==> src/verilog/ffa_pkg.sv <==
`default_nettype none

package ffa_pkg;

  // ------------------------------------------------------------
  // Widths of the arithmetic formats.
  // ------------------------------------------------------------
  localparam int MANT_W   = 16;  // Adder mantissa and accumulator mantissa.
  localparam int EXP_W    = 4;   // Exponent field of every float value.
  localparam int MUL_IN_W = 12;  // Multiplier input mantissa width.
  localparam int ACC_W    = MANT_W + EXP_W;
  localparam int XEXP_W   = 7;   // Widened exponent used before clamping.

  // ------------------------------------------------------------
  // Limits and saturation values.
  // ------------------------------------------------------------
  localparam logic signed [6:0]  EXP_MAX  = 7'sd7;
  localparam logic signed [6:0]  EXP_MIN  = -7'sd8;
  localparam logic [3:0]         EXP_MAXF = 4'h7;
  localparam logic [3:0]         EXP_MINF = 4'h8;
  localparam logic [15:0]        MANT_POS = 16'h7fff;
  localparam logic [15:0]        MANT_NEG = 16'h8000;

  // ------------------------------------------------------------
  // Field positions inside an accumulator word.
  // ------------------------------------------------------------
  localparam int ACC_MANT_LSB = 4;
  localparam int ACC_EXP_LSB  = 0;

  // Product bits kept from the 24-bit signed multiplier output.
  localparam int PROD_TOP = 22;
  localparam int PROD_BOT = 7;

  // ------------------------------------------------------------
  // Reset values.
  // ------------------------------------------------------------
  localparam logic [19:0] ACC_RST = 20'h00000;

  // ------------------------------------------------------------
  // Operations selected by instruction decode.
  // ------------------------------------------------------------
  typedef enum logic [2:0] {
    OP_MUL_FIX = 3'h0,  // Fixed multiply.
    OP_MUL_FLT = 3'h1,  // Float multiply.
    OP_ADD_FIX = 3'h2,  // Fixed add or subtract.
    OP_ADD_FLT = 3'h3,  // Float add or subtract.
    OP_FIX2FLT = 3'h4,  // Fixed to float conversion.
    OP_FLT2FIX = 3'h5   // Float to fixed conversion.
  } ffa_op_t;

endpackage : ffa_pkg

`default_nettype wire

==> src/verilog/ffa_float_fixed_unit.sv <==
// How it works
// - Fixed multiply: signed 12x12 bits to 16 bits.
// - Float multiply: signed mantissas, 4-bit exponents.
// - Multiplier input mantissa spans -1 to 1-2^-11.
// - Multiplier output mantissa spans -1 to 1-2^-15.
// - Exponent is signed, -8 through 7.
// - Align shifter, 16-bit ALU, then normalising shifter.
// - In-range exponent: normalised result written unchanged.
// - Exponent overflow: clamp to 7, maximal mantissa.
// - Protect bit saturates fixed add overflow.
// - Underflow: exponent -8, mantissa shifted by -8-C.
// - Both exponents -8: behaves as fixed add.
// - Alignment truncates; normalisation fills zeros.
// - Subtract adds complement; aligned term skips +1.
// - Conversions take one instruction, scale from memory.
// - Fixed to float: value times 2^n, normalised.
// - Float to fixed: shift by l-m or m-l.
// - Float to fixed overflow saturates by sign.
// - Float: 16-bit mantissa, point below sign, 4-bit exponent.
// - Two 20-bit accumulators, instruction selects one.
`timescale 1ns/1ps
`default_nettype none

module ffa_float_fixed_unit (
  input  wire logic            clk,                    // Instruction clock.
  input  wire logic            rst_n,                  // Synchronous reset, active low.
  input  wire logic            opValid,                // One operation this cycle.
  input  wire ffa_pkg::ffa_op_t opCode,                // Operation select.
  input  wire logic            subtract,               // Add/sub ops: x minus y.
  input  wire logic            accSel,                 // 0 writes accumulator A, 1 writes B.
  input  wire logic            overflowProtectEnable,  // Fixed add saturation enable.
  input  wire logic [15:0]     xMant,                  // X operand mantissa or fixed value.
  input  wire logic [3:0]      xExp,                   // X operand exponent.
  input  wire logic [15:0]     yMant,                  // Y operand mantissa or fixed value.
  input  wire logic [3:0]      yExp,                   // Y operand exponent.
  input  wire logic [3:0]      scale,                  // Scale factor read from data memory.
  output logic [19:0]          accA,                   // Accumulator A.
  output logic [19:0]          accB,                   // Accumulator B.
  output logic [19:0]          mulOut,                 // Multiplier output register.
  output logic [19:0]          result,                 // Last value written by any op.
  output logic                 resValid,               // Pulse: result updated.
  output logic                 expOverflow,            // Pulse flag: exponent clamped high.
  output logic                 expUnderflow,           // Pulse flag: exponent forced to -8.
  output logic                 fixOverflow             // Pulse flag: fixed result overflowed, saturated or wrapped.
);
  import ffa_pkg::*;

  // ------------------------------------------------------------
  // Normalise and clamp helper.
  // ------------------------------------------------------------
  // Takes a 17-bit signed sum and a widened exponent, returns
  // {overflow, underflow, mantissa, exponent}.
  function automatic logic [21:0] normPack(input logic signed [16:0] m,
                                           input logic signed [6:0]  e);
    logic signed [15:0] mt;
    logic signed [6:0]  et;
    logic signed [6:0]  lz;
    logic               done;
    logic               ov;
    logic               un;
    mt   = m[15:0];
    et   = e;
    lz   = 7'sd0;
    done = 1'b0;
    ov   = 1'b0;
    un   = 1'b0;
    if (m[16] != m[15]) begin
      // Carry out of the 16-bit ALU: shift right once.
      mt = m[16:1];
      et = e + 7'sd1;
    end else begin
      // Count redundant sign bits below the sign.
      for (int i = 14; i >= 0; i--) begin
        if (!done && (m[i] == m[15])) begin
          lz = lz + 7'sd1;
        end else begin
          done = 1'b1;
        end
      end
      if (e - lz >= EXP_MIN) begin
        mt = m[15:0] <<< lz;
        et = e - lz;
      end else if (e >= EXP_MIN) begin
        // Partial normalisation stops at the lowest exponent.
        mt = m[15:0] <<< (e - EXP_MIN);
        et = EXP_MIN;
      end else begin
        // Exponent already below range: move right by -8-C.
        mt = $signed(m[15:0]) >>> (EXP_MIN - e);
        et = EXP_MIN;
        un = 1'b1;
      end
    end
    if (et > EXP_MAX) begin
      mt = mt[15] ? MANT_NEG : MANT_POS;
      et = EXP_MAX;
      ov = 1'b1;
    end
    normPack = {ov, un, mt, et[3:0]};
  endfunction : normPack

  // Widens a 4-bit exponent field to the working width.
  function automatic logic signed [6:0] wideExp(input logic [3:0] f);
    wideExp = {{3{f[3]}}, f};
  endfunction : wideExp

  // ------------------------------------------------------------
  // Multiplier.
  // ------------------------------------------------------------
  logic signed [11:0] mulX;     // X mantissa, top 12 bits.
  logic signed [11:0] mulY;     // Y mantissa, top 12 bits.
  logic signed [23:0] prod;     // Full signed product.
  logic        [15:0] prodTop;  // Product rounded down to 16 bits.
  logic        [21:0] mulNorm;  // Float multiply after clamping.
  logic        [19:0] next_mulOut;

  always_comb begin
    mulX    = xMant[15:4];
    mulY    = yMant[15:4];
    prod    = mulX * mulY;
    // Minus one squared cannot be held, so it becomes the top value.
    if (mulX == 12'sh800 && mulY == 12'sh800) begin
      prodTop = MANT_POS;
    end else begin
      prodTop = prod[PROD_TOP:PROD_BOT];
    end
    mulNorm = normPack({prodTop[15], prodTop},
                       wideExp(xExp) + wideExp(yExp));
    if (opCode == OP_MUL_FLT) begin
      next_mulOut = mulNorm[19:0];
    end else begin
      next_mulOut = {prodTop, 4'h0};
    end
  end

  // ------------------------------------------------------------
  // Floating adder unit: align, add, normalise.
  // ------------------------------------------------------------
  logic signed [6:0]  ex;       // X exponent, widened.
  logic signed [6:0]  ey;       // Y exponent, widened.
  logic               xBig;     // X carries the larger exponent.
  logic signed [16:0] opX;      // Aligned X term.
  logic signed [16:0] opY;      // Aligned Y term, complemented on subtract.
  logic signed [16:0] fSum;     // ALU sum.
  logic        [21:0] fNorm;    // Normalised float sum.

  always_comb begin
    ex   = wideExp(xExp);
    ey   = wideExp(yExp);
    xBig = ex > ey;
    opX  = {xMant[15], xMant};
    opY  = subtract ? {~yMant[15], ~yMant} : {yMant[15], yMant};
    if (xBig) begin
      // Low bits of the smaller operand fall off the end.
      opY = opY >>> (ex - ey);
    end else begin
      opX = opX >>> (ey - ex);
      if (subtract) begin
        opY = opY + 17'sd1;
      end
    end
    fSum  = opX + opY;
    fNorm = normPack(fSum, xBig ? ex : ey);
  end

  // ------------------------------------------------------------
  // Fixed adder with optional saturation.
  // ------------------------------------------------------------
  logic signed [16:0] xSum;     // Fixed sum with guard bit.
  logic               xOvf;     // Fixed sum left the 16-bit range.
  logic        [15:0] xRes;     // Fixed result after protection.

  always_comb begin
    if (subtract) begin
      xSum = {xMant[15], xMant} - {yMant[15], yMant};
    end else begin
      xSum = {xMant[15], xMant} + {yMant[15], yMant};
    end
    xOvf = xSum[16] != xSum[15];
    if (xOvf && overflowProtectEnable) begin
      xRes = xSum[16] ? MANT_NEG : MANT_POS;
    end else begin
      xRes = xSum[15:0];
    end
  end

  // ------------------------------------------------------------
  // Format conversions.
  // ------------------------------------------------------------
  logic        [21:0] cFlt;     // Fixed to float result.
  logic signed [6:0]  sl;       // Target scale, widened.
  logic signed [6:0]  dExp;     // Target scale minus source exponent.
  logic signed [31:0] cWide;    // Left-shifted mantissa before range check.
  logic        [15:0] cFix;     // Float to fixed result.
  logic               cOvf;     // Float to fixed saturated.

  always_comb begin
    // Value times 2^n, normalised into mantissa and exponent.
    cFlt  = normPack({xMant[15], xMant}, wideExp(scale));
    sl    = wideExp(scale);
    dExp  = sl - ex;
    cWide = {{16{xMant[15]}}, xMant};
    cOvf  = 1'b0;
    if (dExp >= 7'sd0) begin
      cFix = $signed(xMant) >>> dExp;
    end else begin
      cWide = cWide <<< (-dExp);
      cFix  = cWide[15:0];
      if (cWide[31:15] != {17{cWide[31]}}) begin
        cFix = xMant[15] ? MANT_NEG : MANT_POS;
        cOvf = 1'b1;
      end
    end
  end

  // ------------------------------------------------------------
  // Result select for the accumulator write.
  // ------------------------------------------------------------
  logic        writesAcc;       // Operation targets an accumulator.
  logic [19:0] next_result;
  logic        next_eOvf;
  logic        next_eUnf;
  logic        next_fOvf;

  always_comb begin
    writesAcc   = 1'b1;
    next_result = result;
    next_eOvf   = 1'b0;
    next_eUnf   = 1'b0;
    next_fOvf   = 1'b0;
    case (opCode)
      OP_ADD_FLT: begin
        next_result = fNorm[19:0];
        next_eOvf   = fNorm[21];
        next_eUnf   = fNorm[20];
      end
      OP_ADD_FIX: begin
        next_result = {xRes, 4'h0};
        next_fOvf   = xOvf;
      end
      OP_FIX2FLT: begin
        next_result = cFlt[19:0];
        next_eOvf   = cFlt[21];
        next_eUnf   = cFlt[20];
      end
      OP_FLT2FIX: begin
        next_result = {cFix, scale};
        next_fOvf   = cOvf;
      end
      OP_MUL_FLT: begin
        writesAcc   = 1'b0;
        next_result = next_mulOut;
        next_eOvf   = mulNorm[21];
        next_eUnf   = mulNorm[20];
      end
      default: begin
        writesAcc   = 1'b0;
        next_result = next_mulOut;
      end
    endcase
  end

  // ------------------------------------------------------------
  // Accumulators and multiplier output register.
  // ------------------------------------------------------------
  // The selected accumulator takes the result in the same edge.
  always_ff @(posedge clk) begin
    if (!rst_n) begin
      accA <= ACC_RST;
      accB <= ACC_RST;
    end else if (opValid && writesAcc) begin
      if (accSel) begin
        accB <= next_result;
      end else begin
        accA <= next_result;
      end
    end
  end

  // The multiplier output register holds one product per operation.
  always_ff @(posedge clk) begin
    if (!rst_n) begin
      mulOut <= ACC_RST;
    end else if (opValid && (opCode == OP_MUL_FIX || opCode == OP_MUL_FLT)) begin
      mulOut <= next_mulOut;
    end
  end

  // ------------------------------------------------------------
  // Result mirror and status pulses.
  // ------------------------------------------------------------
  // Flags live for one cycle alongside resValid.
  always_ff @(posedge clk) begin
    if (!rst_n) begin
      result       <= ACC_RST;
      resValid     <= 1'b0;
      expOverflow  <= 1'b0;
      expUnderflow <= 1'b0;
      fixOverflow  <= 1'b0;
    end else begin
      resValid     <= opValid;
      expOverflow  <= opValid & next_eOvf;
      expUnderflow <= opValid & next_eUnf;
      fixOverflow  <= opValid & next_fOvf;
      if (opValid) begin
        result <= next_result;
      end
    end
  end
endmodule : ffa_float_fixed_unit

`default_nettype wire

==> config.mk <==
export PLATFORM = sky130hd
export DESIGN_NAME = ffa_float_fixed_unit
export DESIGN_NICKNAME = d
export VERILOG_FILES = /design/src/verilog/ffa_pkg.sv /design/src/verilog/ffa_float_fixed_unit.sv
export SDC_FILE = /design/constraint.sdc
export NUM_CORES = 1
export LEC_CHECK = 0
export BUFFER_PORTS_ARGS = -buffer_cell sky130_fd_sc_hd__buf_2
export CELL_PAD_IN_SITES_DETAIL_PLACEMENT = 1
export CELL_PAD_IN_SITES_GLOBAL_PLACEMENT = 1
export CORE_ASPECT_RATIO = 1.4
export CORE_MARGIN = 3
export CORE_UTILIZATION = 30
export CTS_CLUSTER_DIAMETER = 80
export DETAILED_ROUTE_END_ITERATION = 7
export GPL_ROUTABILITY_DRIVEN = 0
export HOLD_SLACK_MARGIN = 0.1
export PLACE_DENSITY = 0.54
export SYNTH_ARGS = -nofsm -noshare
export SYNTH_HDL_FRONTEND = slang
export SYNTH_SLANG_ARGS = --single-unit
==> constraint.sdc <==
create_clock -name clk -period 26.4 [get_ports clk]
set_clock_uncertainty 0.15 [all_clocks]
set_input_delay 1.32 -clock clk [delete_from_list [all_inputs] [get_ports clk]]
set_output_delay 1.32 -clock clk [all_outputs]
set_load 0.02 [all_outputs]
==> results.md, run 1 <==
- Area leader, netlist: fa_1
- Die height: 379 um
- CP max-delay cell: a21oi_1
- Post-synth top cells: nand2_1, nor2_1, a21oi_1
- Crit-path max FO: 43
- Post-CTS Hold Buffers: 0
- Drt pass-1 iters: 5
- WP data required: 26.52 ns
- Global-route wire length before repair: 208000 um
- Status: finished, final reports clean
- Clock transition at path regs: 0.07 ns
- GRT Util Overall: 25.8%
- Compound-Gate Fraction of Synth Area: 29.4%
- P&R area growth vs syn: 7.42%
- Crit path DAT: 20.97 ns
- CTS tree: built
- Post-Synth Simple-Gate Area: 25.1%
- Post-Syn Nets: 4713
- CTS root buffer: clkbuf_16
- Min Clock Period, post-route: 20.85 ns
- Final Hold Fails: 0
- Fillers: 12.6k
- Met1 wire length: 53000 um
- Core Region: 98400 um^2
- CTS Buffer Depth: 2
- Drt total wl: 137000 um
- Syn avg cell area: 6.83 um^2
- Drt drc: 0
- Largest net degree at the start of global routing: 61
- Ports: 137
- CTS H-tree lvls: 3
- Die X: 272 um
- Post-route ant nets: 0
- Hold Crit Class: register to register
- Synth Area in Adders: 16.4%
- Drt wl/cell: 24.5 um
- Num CTS Buffers: 9
- Launching point of the worst reg2reg path: mulOut[7]
- Met2 Wirelength: 73500 um
- Largest family of logic cells by synthesized area: compound AO/OA/AOI/OAI gates
- Starting density of the core: 30.3%
- Skew-Pair Late Insertion Delay: 0.35 ns
- Mapped Cells: 4360
- Synth Warn #: 0
- HP Start: mulOut[14]
- HPWL Detailed: 111000 um
- Critical setup path kind: primary input to register
- Startpoint types: primary input
- Share of cells above drive strength 1: 9.28%
- Seq/Total Area, Yosys: 5.65%
- Initial antenna violation count: 7
- Total grt overflow: 0
- Synth top area share: 9.49%
- Ys async rst share: 0%
- RSZ-0062 raised after global routing: no
- Vias per inst: 5.80
- Vias in the first global route: 34.0k
- Worst Setup SP: xMant[8]
- Setup Viol. Count Final: 0
- Achievable Freq: 0.0480 GHz
- Setup tns final: 0 ns
- Max Slew Vio Count: 0
- Most common cell in the synthesized netlist: nand2_1
- FF+latch count, synth: 84
- Largest cells by area after synthesis: fa_1, mux2i_1, ha_1
- XOR/XNOR share of the synthesized area: 6.30%
- Crit path top cell by count: ha_1
- Nets: 4639
- Rows: 136
- Mux contribution to synthesized area: 9.62%
- Die ar.: 103000 um^2
- Crit-path max cell delay: 0.89 ns
- Dominant synthesized flop cell: dfxtp_1
- Routed wl met3: 3170 um
- Uppermost layer routed: met5
- First DRT Iteration DRCs: 1770
- Gates resized, CTS repair: 0
- Clk sink count: 84
- Relative slew slack: 21.0%
- Final cell utilization of the core: 32.5%
- Via count: 32.5k
- IO buf count: 136
- Unique masters post-synth: 107
- Max Cap Viol: 0
- Crit path capture type: register
- Mapped cell area: 29800 um^2
- Worst Max-Slew Pin Slew: 1.18 ns
- Postcts setup bufs: 0
- Number of flops mapped to enable cells by yosys: 0
- Period utilization: 79.0%
-- layout by cell type (no fill, tap or decap), types with 73 or more instances in the layout --
cell	n
a21oi_1	374
ha_1	158
buf_2	136
nor2_1	437
o211ai_1	76
nand2_1	498
dfxtp_1	84
xnor2_1	128
nor3_1	138
fa_1	141
nand3_1	99
inv_1	281
mux2i_1	206
o21ai_0	285
and2_1	97
buf_4	73
a211oi_1	82
-- per-layer routing --
layer	up-vias	track usage [%]
met5	-	0
met4	4	12.0
met3	244	1.32
met2	606	50.7
met1	16100	27.9
li1	15500	-
-- layout make-up --
| cell class | count | area (um^2) | area share (%) |
|---|---|---|---|
| clock buffers | 10 | 239 | 0.748 |
| clock inverters | 6 | 95.1 | 0.297 |
| multi-input cells | 3692 | 26000 | 81.3 |
| well taps | 1311 | 1640 | 5.13 |
| diodes | 6 | 15.0 | 0.0470 |
| flip-flops and latches | 84 | 1680 | 5.26 |
| inverters | 290 | 1090 | 3.41 |
| repair buffers | 209 | 1230 | 3.84 |
-- final timing paths --
kind                                   end  slack, ns  cells after the start
worst max-delay path             result[9]       5.55                     73
worst min-delay path            mulOut[14]       0.30                      2
worst max register to register   mulOut[7]      25.49                      2
worst min register to register  mulOut[14]       0.30                      2
-- metrics by stage --
stage | setup WS, ns | cell area (um^2) | cells | hold WS [ns]
after detailed placement | 5.29 | 31600 | 5586 | 0.295
after global routing | 3.92 | 32000 | 5602 | 0.333
after floorplan | 6.54 | 29800 | 4360 | 0.380
after CTS | 5.58 | 32000 | 5602 | 0.304
after global placement | 5.33 | 31600 | 5586 | 0.289
final | 5.55 | 32000 | 5608 | 0.299
-- worst max-delay path, delay by kind of cell --
kind	cells	cell delay (ns)
multiplexers	6	1.43
AO/OA/AOI/OAI	22	6.64
buffers and inverters	8	1.49
XOR/XNOR	4	0.73
AND/OR/NAND/NOR	15	3.12
adder cells (fa/ha/maj)	18	6.23
-- cell families (layout without fill, tap and decap cells) --
family | count (synthesis) | in the layout
DFF | 84 | 84
other | 0 | 6
muxes | 267 | 267
AOI/OAI and AO/OA | 1334 | 1334
adders and majority gates | 306 | 306
xor gates and xnor gates | 194 | 194
buffers and inverters | 584 | 515
and+or+nand+nor | 1591 | 1591
-- registers in the layout, indices dropped and copies added (netlist names) --
name	cells
accA	20
accB	20
expOverflow	1
expUnderflow	1
fixOverflow	1
mulOut	20
resValid	1
result	20
Power of run 1 is left out: the tool's default activity adds up to more than one toggle a clock period on the data nets, which glitch-free logic cannot reach.
==> run 2: changes to the inputs <==
==> constraint.sdc (replaced) <==
create_clock -name clk -period 21.6 [get_ports clk]
set_clock_uncertainty 0.15 [all_clocks]
set_input_delay 1.08 -clock clk [delete_from_list [all_inputs] [get_ports clk]]
set_output_delay 1.08 -clock clk [all_outputs]
set_load 0.02 [all_outputs]
==> run 2 against run 1 <==
  * Core utilization is essentially flat
  * Cell count grew 0.16%
  * Final area grew 0.12%
  * Non-clock buffer count grew 10
  * Clock-buffer cell count shrank 1
  * Worst hold slack gained 0.00078 ns
  * Critical endpoint is now accA[16]
==> results.md, run 2 (synthesis results as in run 1) <==
- HPWL Detailed: 110000 um
- Register Area: 1680 um^2
- Startpoint types: primary input
- Ports: 137
- HP Start: mulOut[14]
- Worst Hold Depth: 2
- CTS Buffer Depth: 2
- Die ar.: 103000 um^2
- Die height: 379 um
- Post-route ant nets: 0
- Critical setup path kind: primary input to register
- Global-route wire length before repair: 207000 um
- Hold Crit Class: register to register
- Grt peak-use layer: met2
- Met3 Use GR: 1.57%
- Launching point of the worst reg2reg path: accA[13]
- DP Cell Count: 5596
- Vias in the first global route: 33.8k
- Skew-Pair Late Insertion Delay: 0.34 ns
- GRT Util Overall: 25.6%
- P&R area growth vs syn: 7.55%
- Reg2reg setup slack: 20.71 ns
- Num CTS Buffers: 9
- Final Hold Fails: 0
- Via count: 32.5k
- RSZ-0062 raised after global routing: no
- Total grt overflow: 0
- Min Clock Period, post-route: 20.11 ns
- Critical path buffers and inverters: 6
- Drt drc: 0
- CTS tree: built
- CTS root buffer: clkbuf_16
- Starting density of the core: 30.3%
- Core Region: 98400 um^2
- Clock transition at path regs: 0.08 ns
- Crit path top cell by count: ha_1
- Clk sink count: 84
- Share of cells above drive strength 1: 9.49%
- Achievable Freq: 0.0497 GHz
- Setup tns final: 0 ns
- Status: finished, final reports clean
- First DRT Iteration DRCs: 1568
- Commonest non-fill, non-tap cell in the layout: nand2_1
- Crit-path max FO: 25
- Reg-to-Reg End: accA[13]
- CP max-delay cell: a211oi_1
- Drt total wl: 137000 um
- Crit path DAT: 20.25 ns
- Met1 Use GR: 28.0%
- Footprint of the multi-input gates: 26000 um^2
- Nets: 4649
- Gates resized, CTS repair: 0
- IO buf count: 136
- Rows: 136
- Met2 Use GR: 50.2%
- Hold endpoint: mulOut[14]
- Max Cap Viol: 0
- Crit path capture type: register
- CTS H-tree lvls: 3
- Final cell utilization of the core: 32.5%
- Post-CTS Hold Buffers: 0
- WP data required: 21.74 ns
- Period utilization: 93.1%
- Drt pass-1 iters: 7
- Worst Setup SP: xExp[2]
- Drt wl/cell: 24.3 um
- Die X: 272 um
- Worst Max-Slew Pin Slew: 1.33 ns
- Commonest non-fill, non-tap cells in the layout: nand2_1, nor2_1, a21oi_1
- Postcts setup bufs: 0
- Relative slew slack: 8.72%
- Fillers: 12.6k
- CP delay by family, top: compound AO/OA/AOI/OAI gates
- Vias per inst: 5.78
- Crit-path max cell delay: 1.09 ns
- Fin cells: 5617
- Initial antenna violation count: 8
- Worst R2R Path Depth: 2
- Max Slew Vio Count: 0
- Setup Viol. Count Final: 0
- Largest net degree at the start of global routing: 61
-- run 2: layout make-up --
class / count / share of cell area (%)
well taps: 1311 / 5.13
multi-input cells: 3692 / 81.2
flip-flops and latches: 84 / 5.25
repair buffers: 219 / 4.07
diodes: 5 / 0.0391
clock buffers: 9 / 0.704
clock inverters: 7 / 0.231
inverters: 290 / 3.40
-- run 2: through the flow --
stage | hold slack [ns] | area [um^2] | setup slack (ns)
3_3_place_gp | 0.290 | 31700 | 1.85
4_1_cts | 0.302 | 32000 | 1.68
2_1_floorplan | 0.380 | 29800 | 1.98
3_5_place_dp | 0.292 | 31700 | 1.37
6_report | 0.299 | 32000 | 1.49
5_1_grt | 0.313 | 32000 | 0.204
-- run 2: worst max-delay path by stage --
stage / cells past startpoint / to
after floorplan: 83 / result[5]
after global placement: 74 / accA[16]
after detailed placement: 74 / accA[13]
after CTS: 74 / accA[13]
after global routing: 73 / accA[16]
final: 72 / accA[16]
-- run 2: tightest hold or removal path: cells and delay by family (launching register included) --
kind             cells  cell delay, ns
flip-flops           1            0.31
AND/OR/NAND/NOR      1            0.05
AO/OA/AOI/OAI        1            0.05
-- run 2: per-layer routing --
metal | share of wire, % | routed length, um
met1 | 39 | 53900
met5 | 0.015 | 20
met4 | 5.1 | 7030
met3 | 2.2 | 2990
met2 | 53 | 72800
Power of run 2 is left out for the same reason.
